`src/adc_port_map.vh`:
```
/*
 Constants for the serial converter control port: timing counts, codes,
 transfer lengths. Assumes a 50 MHz system clock.
*/
`ifndef ADC_PORT_MAP_VH
`define ADC_PORT_MAP_VH

`define CLK_NS 20
`define CONV_TIME_NS 21000
`define CONV_CYCLES (`CONV_TIME_NS / `CLK_NS)
// Last conversion count: a few cycles under 1050 leave room for the pin synchronisers
`define CONV_LAST 11'h414
`define ABORT_WIN_NS 9000
`define ABORT_CYCLES (`ABORT_WIN_NS / `CLK_NS)
`define ABORT_LAST 9'h1C2
`define CS_FILT_NS 1425
`define CS_FILT_CYCLES ((`CS_FILT_NS + `CLK_NS - 1) / `CLK_NS)
// Last count of the select filter, 72 cycles held
`define CS_FILT_LAST 7'h47
`define ACQ_CLOCKS 4'h6
`define SAMPLE_START 5'h04
`define SAMPLE_END 5'h0A
`define FULL_FRAME 5'h10
`define ADDR_BITS 5'h04
`define RES_BITS 10
`define SELF_MID 4'hB
`define SELF_ZERO 4'hC
`define SELF_FULL 4'hD
`define CODE_MID 10'h200
`define CODE_ZERO 10'h000
`define CODE_FULL 10'h3FF

`endif

```
`src/adc_port.v`:
```
/*
 Serial control and readout port of a 10-bit converter, whole logic in one module.
 Assumes chip select, serial clock and address come from pins of another domain;
 the analog result arrives as a 10-bit word from the converter core.
*/
//
// Summary of operation
// - Self-test addresses return mid, zero, full codes
// - Conversion completes within twenty-one microseconds
// - Sample during six serial clock periods
// - Done goes low after tenth falling edge
// - Done rising presents result MSB on output
// - Output shifts after each serial falling edge
// - Chip select falling drives MSB out
// - Chip select rising releases the data output
// - Chip select low within nine microseconds after tenth aborts conversion
// - Chip select filtered by minimum hold time
// - Rising chip select disables address and clock
// - Address and result use positive logic
// - Frames of ten, eleven-sixteen, or sixteen
`timescale 1ns/1ps
`include "adc_port_map.vh"
`default_nettype none

module adc_port (
    input wire clk,
    input wire rst_n,
    input wire cs_n_pin,
    input wire sclk_pin,
    input wire addr_pin,
    input wire [9:0] analog_code,
    output reg dout_o,
    output reg dout_oe,
    output reg eoc_o,
    output reg [3:0] chan_sel_q,
    output reg sample_q
);

    localparam ST_IDLE = 3'b001;
    localparam ST_CONV = 3'b010;
    localparam ST_DONE = 3'b100;

    // ----------------------------------------
    // Input synchronisers
    // ----------------------------------------
    reg [1:0] cs_sync_q;
    reg [1:0] sclk_sync_q;
    reg [1:0] addr_sync_q;
    reg sclk_prev_q;
    reg cs_filt_q;
    reg [6:0] cs_cnt_q;
    reg [2:0] state_q;
    reg [4:0] fall_cnt_q;
    reg [4:0] rise_cnt_q;
    reg [3:0] addr_sh_q;
    reg [9:0] out_sh_q;
    reg [9:0] result_q;
    reg [10:0] conv_cnt_q;
    reg [8:0] abort_cnt_q;
    reg cs_filt_prev_q;

    // Two flops per pin; only the second stage feeds logic
    always @(posedge clk or negedge rst_n) begin
        if (!rst_n) begin
            cs_sync_q <= 2'b11;
            sclk_sync_q <= 2'b00;
            addr_sync_q <= 2'b00;
            sclk_prev_q <= 1'b0;
        end else begin
            cs_sync_q <= {cs_sync_q[0], cs_n_pin};
            sclk_sync_q <= {sclk_sync_q[0], sclk_pin};
            addr_sync_q <= {addr_sync_q[0], addr_pin};
            sclk_prev_q <= sclk_sync_q[1];
        end
    end

    wire cs_sync = cs_sync_q[1];
    wire sclk_rise = sclk_sync_q[1] & ~sclk_prev_q;
    wire sclk_fall = ~sclk_sync_q[1] & sclk_prev_q;

    // ----------------------------------------
    // Chip select glitch filter
    // ----------------------------------------
    // New level counts only once held long enough; kills short noise pulses
    always @(posedge clk or negedge rst_n) begin
        if (!rst_n) begin
            cs_filt_q <= 1'b1;
            cs_cnt_q <= 7'h00;
            cs_filt_prev_q <= 1'b1;
        end else begin
            cs_filt_prev_q <= cs_filt_q;
            if (cs_sync == cs_filt_q) begin
                cs_cnt_q <= 7'h00;
            end else if (cs_cnt_q == `CS_FILT_LAST) begin
                cs_filt_q <= cs_sync;
                cs_cnt_q <= 7'h00;
            end else begin
                cs_cnt_q <= cs_cnt_q + 7'h01;
            end
        end
    end

    wire cs_fall = ~cs_filt_q & cs_filt_prev_q;
    wire cs_rise = cs_filt_q & ~cs_filt_prev_q;
    // Clock and address gated by filtered select; tied-low select enables always
    wire active = ~cs_filt_q;

    // Self-test sources replace the analog word
    function [9:0] pick_code;
        input [3:0] ch;
        input [9:0] code;
        begin
            case (ch)
                `SELF_MID: pick_code = `CODE_MID;
                `SELF_ZERO: pick_code = `CODE_ZERO;
                `SELF_FULL: pick_code = `CODE_FULL;
                default: pick_code = code;
            endcase
        end
    endfunction

    wire tenth_fall = active & sclk_fall & (fall_cnt_q == `SAMPLE_END - 5'h01);

    // ----------------------------------------
    // Serial shift, sampling and conversion
    // ----------------------------------------
    // Edge counters restart on each select fall, or after sixteen clocks
    always @(posedge clk or negedge rst_n) begin
        if (!rst_n) begin
            state_q <= ST_IDLE;
            fall_cnt_q <= 5'h00;
            rise_cnt_q <= 5'h00;
            addr_sh_q <= 4'h0;
            out_sh_q <= 10'h000;
            result_q <= 10'h000;
            conv_cnt_q <= 11'h000;
            abort_cnt_q <= 9'h000;
            chan_sel_q <= 4'h0;
            sample_q <= 1'b0;
            eoc_o <= 1'b1;
            dout_o <= 1'b0;
            dout_oe <= 1'b0;
        end else begin
            // Enable follows the synchronised pin: the filter is too slow for it
            dout_oe <= ~cs_sync;
            if (cs_rise) begin
                fall_cnt_q <= 5'h00;
                rise_cnt_q <= 5'h00;
                sample_q <= 1'b0;
            end
            if (cs_fall) begin
                out_sh_q <= result_q;
                dout_o <= result_q[9];
                fall_cnt_q <= 5'h00;
                rise_cnt_q <= 5'h00;
                if (state_q == ST_CONV && abort_cnt_q != `ABORT_LAST) begin
                    state_q <= ST_IDLE;
                    eoc_o <= 1'b1;
                end
            end else if (active) begin
                if (sclk_rise && rise_cnt_q < `FULL_FRAME) begin
                    rise_cnt_q <= rise_cnt_q + 5'h01;
                    if (rise_cnt_q < `ADDR_BITS) begin
                        addr_sh_q <= {addr_sh_q[2:0], addr_sync_q[1]};
                    end
                end
                if (sclk_fall && fall_cnt_q < `FULL_FRAME) begin
                    fall_cnt_q <= fall_cnt_q + 5'h01;
                    out_sh_q <= {out_sh_q[8:0], 1'b0};
                    dout_o <= out_sh_q[8];
                    if (fall_cnt_q == `SAMPLE_START - 5'h01) begin
                        chan_sel_q <= addr_sh_q;
                        sample_q <= 1'b1;
                    end
                end
                // Sixteen-clock frame without select wraps for the next one
                if (sclk_fall && fall_cnt_q == `FULL_FRAME - 5'h01) begin
                    fall_cnt_q <= 5'h00;
                    rise_cnt_q <= 5'h00;
                end
            end else begin
                // Deselected: keep the MSB ready for the fast output enable
                out_sh_q <= result_q;
                dout_o <= result_q[9];
            end
            case (state_q)
                ST_IDLE: begin
                    if (tenth_fall) begin
                        sample_q <= 1'b0;
                        eoc_o <= 1'b0;
                        conv_cnt_q <= 11'h000;
                        abort_cnt_q <= 9'h000;
                        state_q <= ST_CONV;
                    end
                end
                ST_CONV: begin
                    // Abort window counter; a late select fall no longer abandons
                    if (abort_cnt_q != `ABORT_LAST) begin
                        abort_cnt_q <= abort_cnt_q + 9'h001;
                    end
                    if (conv_cnt_q == `CONV_LAST) begin
                        result_q <= pick_code(chan_sel_q, analog_code);
                        state_q <= ST_DONE;
                    end else begin
                        conv_cnt_q <= conv_cnt_q + 11'h001;
                    end
                end
                ST_DONE: begin
                    eoc_o <= 1'b1;
                    out_sh_q <= result_q;
                    dout_o <= result_q[9];
                    state_q <= ST_IDLE;
                end
                default: state_q <= ST_IDLE;
            endcase
        end
    end

endmodule // adc_port

`default_nettype wire

```
`config.mk`:
```
export PLATFORM = sky130hd
export DESIGN_NAME = adc_port
export DESIGN_NICKNAME = d
export VERILOG_FILES = /design/src/adc_port.v
export VERILOG_INCLUDE_DIRS = /design/src
export SDC_FILE = /design/constraint.sdc
export NUM_CORES = 1
export LEC_CHECK = 0
export BUFFER_PORTS_ARGS = -buffer_cell sky130_fd_sc_hd__buf_4
export CORE_ASPECT_RATIO = 0.5
export CORE_UTILIZATION = 25
export CTS_CLUSTER_SIZE = 16
export DETAILED_ROUTE_END_ITERATION = 6
export PLACE_DENSITY_LB_ADDON = 0.08
export RECOVER_POWER = 25
export SYNTH_ARGS = -nofsm -noshare
export SYNTH_HDL_FRONTEND = slang
export SYNTH_SLANG_ARGS = --single-unit
```
`constraint.sdc`:
```
create_clock -name clk -period 2.47 [get_ports clk]
set_clock_uncertainty 0.05 [all_clocks]
set_input_delay 0 -clock clk [delete_from_list [all_inputs] [get_ports clk]]
set_output_delay 0 -clock clk [all_outputs]
set_load 0.01 [all_outputs]
```
==> impl_metrics.toml, run 1 <==
[sta]
setup_viol = 0
tns_ns = 0
rsz0062_at_grt = "false"
hold_violations = 0
period_share = 0.776
layout_setup_ws_ns = 0.552
max_slew_margin = 0.177
post-route-min-period_ns = 1.92
max_clock_freq_mhz = 521
maxSlewViolCount = 0
fin_hold_ws_ns = 0.268
tightest_slew_ns = 1.23

[synthesis]
ys_seq_elements = 80
synthArstFlopShare = 1.00
synth_cells = 347
ys_warn_count = 0
synth_flop_cell = "dfrtp_1"
synth.distinct_cells = 49
avgSynthCellArea_sq_um = 10.6
syn_nets = 370
synth-edff-count = 0
netlist.area_leader.share = 0.505
yosys-top-cells-area = "dfrtp_1 (50%), dfstp_2 (4.3%), nand2_1 (3.8%)"
synth_area_leader_cell = "dfrtp_1"
syn-cell-area_sq_mm = 0.00367
ys_seq_area_frac = 0.548

[die]
die_y_um = 87.7
start_util = 0.263
num_rows = 30
core_sq_mm = 0.0139
die_w_um = 173
io_pins = 23
dieArea_sq_mm = 0.0152

[clock_tree]
ctsRootBufferMaster = "clkbuf_16"
cts_buffers = 9
cts_tree = "yes"
cts_resized = 0
cts.clk_slew.worst_paths_ns = 0.06
clock_insertion_delay_worst_skew_ns = 0.34
cts-htree-levels = 3
cts_buffer_depth = 2
clkSinkCount = 80

[setup_path]
max_stage_delay_ns = 0.63
required_ns = 2.64
reg2reg_depth = 4
r2r-end = "chan_sel_q[3]$_DFFE_PN0P_"
r2r_start = "sclk_sync_q[1]$_DFF_PN0_"
worstSetupEndpointType = "flop"
reg2reg_slack_ns = 0.55
worstSetupPathType = "reg -> reg"
cpMaxStageDelayCell = "or4_1"
cp_max_fo = 5
path_depth = 4
cp-start-kind = "flop"
cp_cell_sequence = "nor3b_2 -> nand2_1 -> or4_1 -> mux2_4"
crit_buf_inv = 0
critPathTopFamily = "simple AND/OR/NAND/NOR gates"
crit_arrival_ns = 2.09

[place]
dp_hpwl_mm = 5.67
place_area_sq_mm = 0.00408
gp_congestion = 0.765
pre_cts_ws_ns = 0.564
place.port_buffers = 22

[worst_hold_path]
holdPathEnd = "cs_sync_q[0]$_DFF_PN1_"
hold_path_class = "in -> reg"
worstHoldStart = "cs_n_pin"
min_path_cells = 2

[status]
status = "completed"

[routing]
viasPerCell = 4.40
vias = 2581
drcViolationCount = 0
drt_iter0_drc = 106
wl_per_cell_um = 13.6
finalWirelength_mm = 7.99
final_antenna_net_count = 0
firstDrtPassIters = 4

[finish]
antenna_cells = 0
drive_above_1_share = 0.157
nNetsFinal = 412
final_cell_area_sq_mm = 0.00456
syn2layout_area_growth_pct = 24.2
fillers = 1391

[flow_run]
max_cap_viol_count = 0

[power_and_ir_drop]
vdd_drop_max_mv = 0.270
power.density_mw_per_mm2 = 812
power.leakage_nw = 2.01

[global_route]
grt_max_degree = 48
grt_util_all_layers = 0.117
first_global_vias = 2683
grt_pass1_wl_mm = 13.7
antenna_found_initial = 0
grt_overflow = 0
==> cells in the mapped netlist (2+ instances only) <==
master,n
or4_1,2
inv_1,10
o31ai_1,2
clkbuf_1,7
or3_1,3
nand2_1,37
buf_2,5
nor3_1,4
xor2_1,15
o21ai_0,19
nand4_1,11
nor4bb_1,2
mux2i_1,13
nor2_1,35
ha_1,8
a22oi_1,2
xnor2_1,7
and4_1,3
a21oi_1,16
dfstp_2,6
dfrtp_1,74
nor4_1,2
nor3b_1,3
and3_1,4
mux2_2,4
nor2b_1,4
o211ai_1,3
mux2_4,4
nand2b_1,4
nand3_1,19
==> worst max-delay path by stage <==
stage / slack, ns / start / endpoint
after floorplan: 0.64 / sclk_sync_q[1]$_DFF_PN0_ / chan_sel_q[0]$_DFFE_PN0P_
final: 0.55 / sclk_sync_q[1]$_DFF_PN0_ / chan_sel_q[3]$_DFFE_PN0P_
after global placement: 0.59 / sclk_sync_q[1]$_DFF_PN0_ / chan_sel_q[3]$_DFFE_PN0P_
after global routing: 0.41 / cs_filt_q$_DFFE_PN1P_ / dout_o$_DFFE_PN0P_
after CTS: 0.56 / sclk_sync_q[1]$_DFF_PN0_ / chan_sel_q[3]$_DFFE_PN0P_
after detailed placement: 0.56 / sclk_sync_q[1]$_DFF_PN0_ / chan_sel_q[3]$_DFFE_PN0P_
==> area by class of cell <==
cell class	instances	area, sq um	area share
sequential	80	2010	0.441
multi-input combinational	245	1570	0.345
timing repair buffer	43	355	0.0780
tap	192	240	0.0527
clock buffer	9	225	0.0494
clock inverter	7	119	0.0261
inverter	10	37.5	0.00824
==> registers in the layout, summed over array words and instances (netlist names), 2 cells and up <==
register and flops:
abort_cnt_q 9, addr_sync_q 2, state_q 3, result_q 10, cs_cnt_q 7, sclk_sync_q 2
addr_sh_q 4, conv_cnt_q 11, out_sh_q 9, rise_cnt_q 5, chan_sel_q 4, cs_sync_q 2
fall_cnt_q 5
==> power breakdown <==
group | internal (W) | switching (W) | leakage, nW
Sequential | 0.00147 | 0.000175 | 0.993
Clock | 0.000989 | 0.000557 | 0.162
Combinational | 0.000287 | 0.000227 | 0.851
Total | 0.00274 | 0.000959 | 2.01
==> metal layers <==
metal	share of wire	vias up	global-route usage
met5	0	-	0
li1	-	1309	-
met3	0.034	6	0.0386
met1	0.53	1241	0.158
met2	0.43	25	0.177
met4	0.0081	0	0.0386
==> timing repair <==
action	CTS	global route
endpoints found under the setup margin	0	0
hold buffers	14	0
buffers inserted	0	0
hold endpoints to repair	54	0
==> per-stage QoR <==
stage | util | cells | total power, W
CTS | 0.327 | 586 | 0.00376
detailed placement | 0.293 | 556 | 0.00218
finish | 0.327 | 586 | 0.00370
global placement | 0.293 | 556 | 0.00216
floorplan | - | 347 | 0.00195
global route | 0.327 | 586 | 0.00391
==> cells in the final DEF (no fill, tap or decap), drive strengths merged, types with 2 or more instances in the layout <==
| cell type | Yosys | layout |
|---|---|---|
| nor4b | 2 | 2 |
| nor3b | 4 | 4 |
| nor3 | 4 | 4 |
| a22oi | 2 | 2 |
| clkbuf | 7 | 13 |
| a21oi | 16 | 16 |
| bufinv | 0 | 3 |
| xor2 | 15 | 15 |
| clkinvlp | 0 | 2 |
| dfrtp | 74 | 74 |
| nand2 | 37 | 37 |
| dlygate4sd3 | 0 | 14 |
| mux2 | 8 | 8 |
| buf | 5 | 25 |
| o31ai | 2 | 2 |
| and4 | 3 | 3 |
| xnor2 | 7 | 7 |
| o211ai | 3 | 3 |
| nor4bb | 2 | 2 |
| o21ai | 20 | 20 |
| or3 | 3 | 3 |
| nor2 | 35 | 35 |
| mux2i | 13 | 13 |
| dfstp | 6 | 6 |
| nand3 | 19 | 19 |
| or4 | 2 | 2 |
| nand4 | 11 | 11 |
| nor4 | 2 | 2 |
| nand2b | 4 | 4 |
| nor2b | 4 | 4 |
| ha | 8 | 8 |
| and3 | 4 | 4 |
| inv | 10 | 11 |
==> cell families after synthesis <==
group	share of synthesized area
DFF	0.548
AOI/OAI and AO/OA	0.0846
muxes	0.0641
and+or+nand+nor	0.200
buffers and inverters	0.0242
adders and majority gates	0.0273
xor gates and xnor gates	0.0525
Power figures use the tool's default switching activity.
==> run 2, diff against run 1 <==
- clock period: 2.47 -> 1.9 ns (I/O delays scaled with it)
==> impl_metrics.toml, run 2 (synthesis results as in run 1) <==
[status]
status = "completed"

[routing]
drcViolationCount = 0
finalWirelength_mm = 8.00
firstDrtPassIters = 4
viasPerCell = 4.47
final_antenna_net_count = 0
vias = 2694
wl_per_cell_um = 13.3
drt_iter0_drc = 130

[finish]
fin_util = 0.339
syn2layout_area_growth_pct = 28.5
top_register = "conv_cnt_q"
top_regs = "conv_cnt_q (11), result_q (10)"
antenna_cells = 0
multiInputGateArea_sq_mm = 0.00159
mostFrequentLayoutCell = "dfrtp_1"
fillers = 1410
nNetsFinal = 429
final_cell_mix = "dfrtp_1 (74), buf_4 (39), nand2_1 (37)"
largest_reg_flops = 11
drive_above_1_share = 0.202
final_cells = 603
seq_area_sq_mm = 0.00201

[sta]
setup_viol = 0
hold_violations = 0
max_slew_margin = 0.309
post-route-min-period_ns = 1.77
max_clock_freq_mhz = 565
layout_setup_ws_ns = 0.131
maxSlewViolCount = 0
tns_ns = 0
tightest_slew_ns = 1.04
rsz0062_at_grt = "false"
period_share = 0.931

[power_and_ir_drop]
p_sw_w = 0.00123
switching_share = 0.259
power_frac_comb = 0.162
power.density_mw_per_mm2 = 1010
clock_power_share = 0.395
power.leakage_nw = 2.10
vdd_drop_max_mv = 0.378
pwr-share-seq = 0.443
internal-power_w = 0.00353

[setup_path]
worstSetupPathType = "reg -> reg"
cp_cell_sequence = "nor3b_1 -> buf_4 -> o211ai_1 -> or3_1 -> a21oi_1"
cp-start-kind = "flop"
worstSetupEndpointType = "flop"
max_stage_delay_ns = 0.44
critPathTopFamily = "simple AND/OR/NAND/NOR gates"
cpMaxStageDelayCell = "dfrtp_1"
crit_arrival_ns = 1.97
cp_max_fo = 12
reg2reg_depth = 5
required_ns = 2.11
path_depth = 5
crit_buf_inv = 1

[global_route]
grt_overflow = 0
grt_max_degree = 42
grt_util_all_layers = 0.117
grt_pass1_wl_mm = 13.9
first_global_vias = 2785
antenna_found_initial = 0

[clock_tree]
cts_buffer_depth = 2
ctsRootBufferMaster = "clkbuf_16"
cts.clk_slew.worst_paths_ns = 0.06
clock_insertion_delay_worst_skew_ns = 0.33
clkSinkCount = 80
cts-htree-levels = 3
cts_tree = "yes"
cts_buffers = 9

[place]
gp_congestion = 0.751
pre_cts_ws_ns = 0.0339
dp_hpwl_mm = 5.68
place.port_buffers = 22
place_inst = 572

[die]
start_util = 0.263
num_rows = 30
die_y_um = 87.7
dieArea_sq_mm = 0.0152
die_w_um = 173
io_pins = 23
core_sq_mm = 0.0139

[worst_hold_path]
min_path_cells = 2
hold_path_class = "in -> reg"

[flow_run]
max_cap_viol_count = 0
run 2: cell types whose count changed in the layout (fill, tap and decap cells not counted), sizes merged:
| cell | change |
|---|---|
| clkinv | +2 |
| clkbuf | +2 |
| clkinvlp | -2 |
| buf | +16 |
| bufinv | -1 |
run 2: power by group through the flow:
| stage | clock (W) | sequential (W) | combinational, W |
|---|---|---|---|
| 2_1_floorplan | 0 | 0.00213 | 0.000414 |
| 3_3_place_gp | 0 | 0.00213 | 0.000737 |
| 3_5_place_dp | 0 | 0.00214 | 0.000758 |
| 4_1_cts | 0.00196 | 0.00211 | 0.000791 |
| 5_1_grt | 0.00203 | 0.00215 | 0.000877 |
| 6_report | 0.00188 | 0.00211 | 0.000772 |
run 2: stage by stage:
| stage | hold slack (ns) | total power [W] | area, sq um |
|---|---|---|---|
| 2_1_floorplan | -0.346 | 0.00254 | 3670 |
| 3_3_place_gp | -0.0359 | 0.00286 | 4220 |
| 3_5_place_dp | -0.0289 | 0.00290 | 4220 |
| 4_1_cts | 0.155 | 0.00486 | 4690 |
| 5_1_grt | 0.274 | 0.00506 | 4710 |
| 6_report | 0.276 | 0.00476 | 4710 |
run 2: worst reg2reg max path, stage by stage, from the launching register on:
cell      delay [ns]
dfrtp_1         0.44
nor3b_1         0.28
buf_4           0.25
o211ai_1        0.16
or3_1           0.36
a21oi_1         0.14
run 2: repair_timing:
action,in CTS,in global routing
setup endpoints to repair,0,9
buffers inserted,0,1
hold endpoints to repair,52,0
hold buffers,14,0
gates resized for setup,0,4
run 2: worst paths after layout:
| kind | start | end | slack (ns) |
|---|---|---|---|
| worst max-delay path | state_q[2]$_DFF_PN0_ | abort_cnt_q[8]$_DFFE_PN0P_ | 0.13 |
| worst min-delay path | cs_n_pin | cs_sync_q[0]$_DFF_PN1_ | 0.28 |
| worst max register to register | state_q[2]$_DFF_PN0_ | abort_cnt_q[8]$_DFFE_PN0P_ | 0.13 |
| worst min register to register | addr_sync_q[0]$_DFF_PN0_ | addr_sync_q[1]$_DFF_PN0_ | 0.31 |
| max in group asynchronous | rst_n | eoc_o$_DFF_PN1_ | 0.63 |
| min in group asynchronous | rst_n | dout_oe$_DFF_PN0_ | 0.34 |
run 2: area by class of cell:
type / count / share of cell area
clock buffers: 10 / 0.0507
clock inverters: 6 / 0.0194
inverters: 10 / 0.00796
multi-input cells: 245 / 0.338
flip-flops and latches: 80 / 0.426
well taps: 192 / 0.0510
repair buffers: 60 / 0.107
run 2: metal layers:
metal	part of all wire	global-route usage	routed length (um)
met4	0.0088	0.0362	70
met3	0.027	0.0356	214
met2	0.45	0.188	3570
met1	0.52	0.153	4150
met5	0	0	0
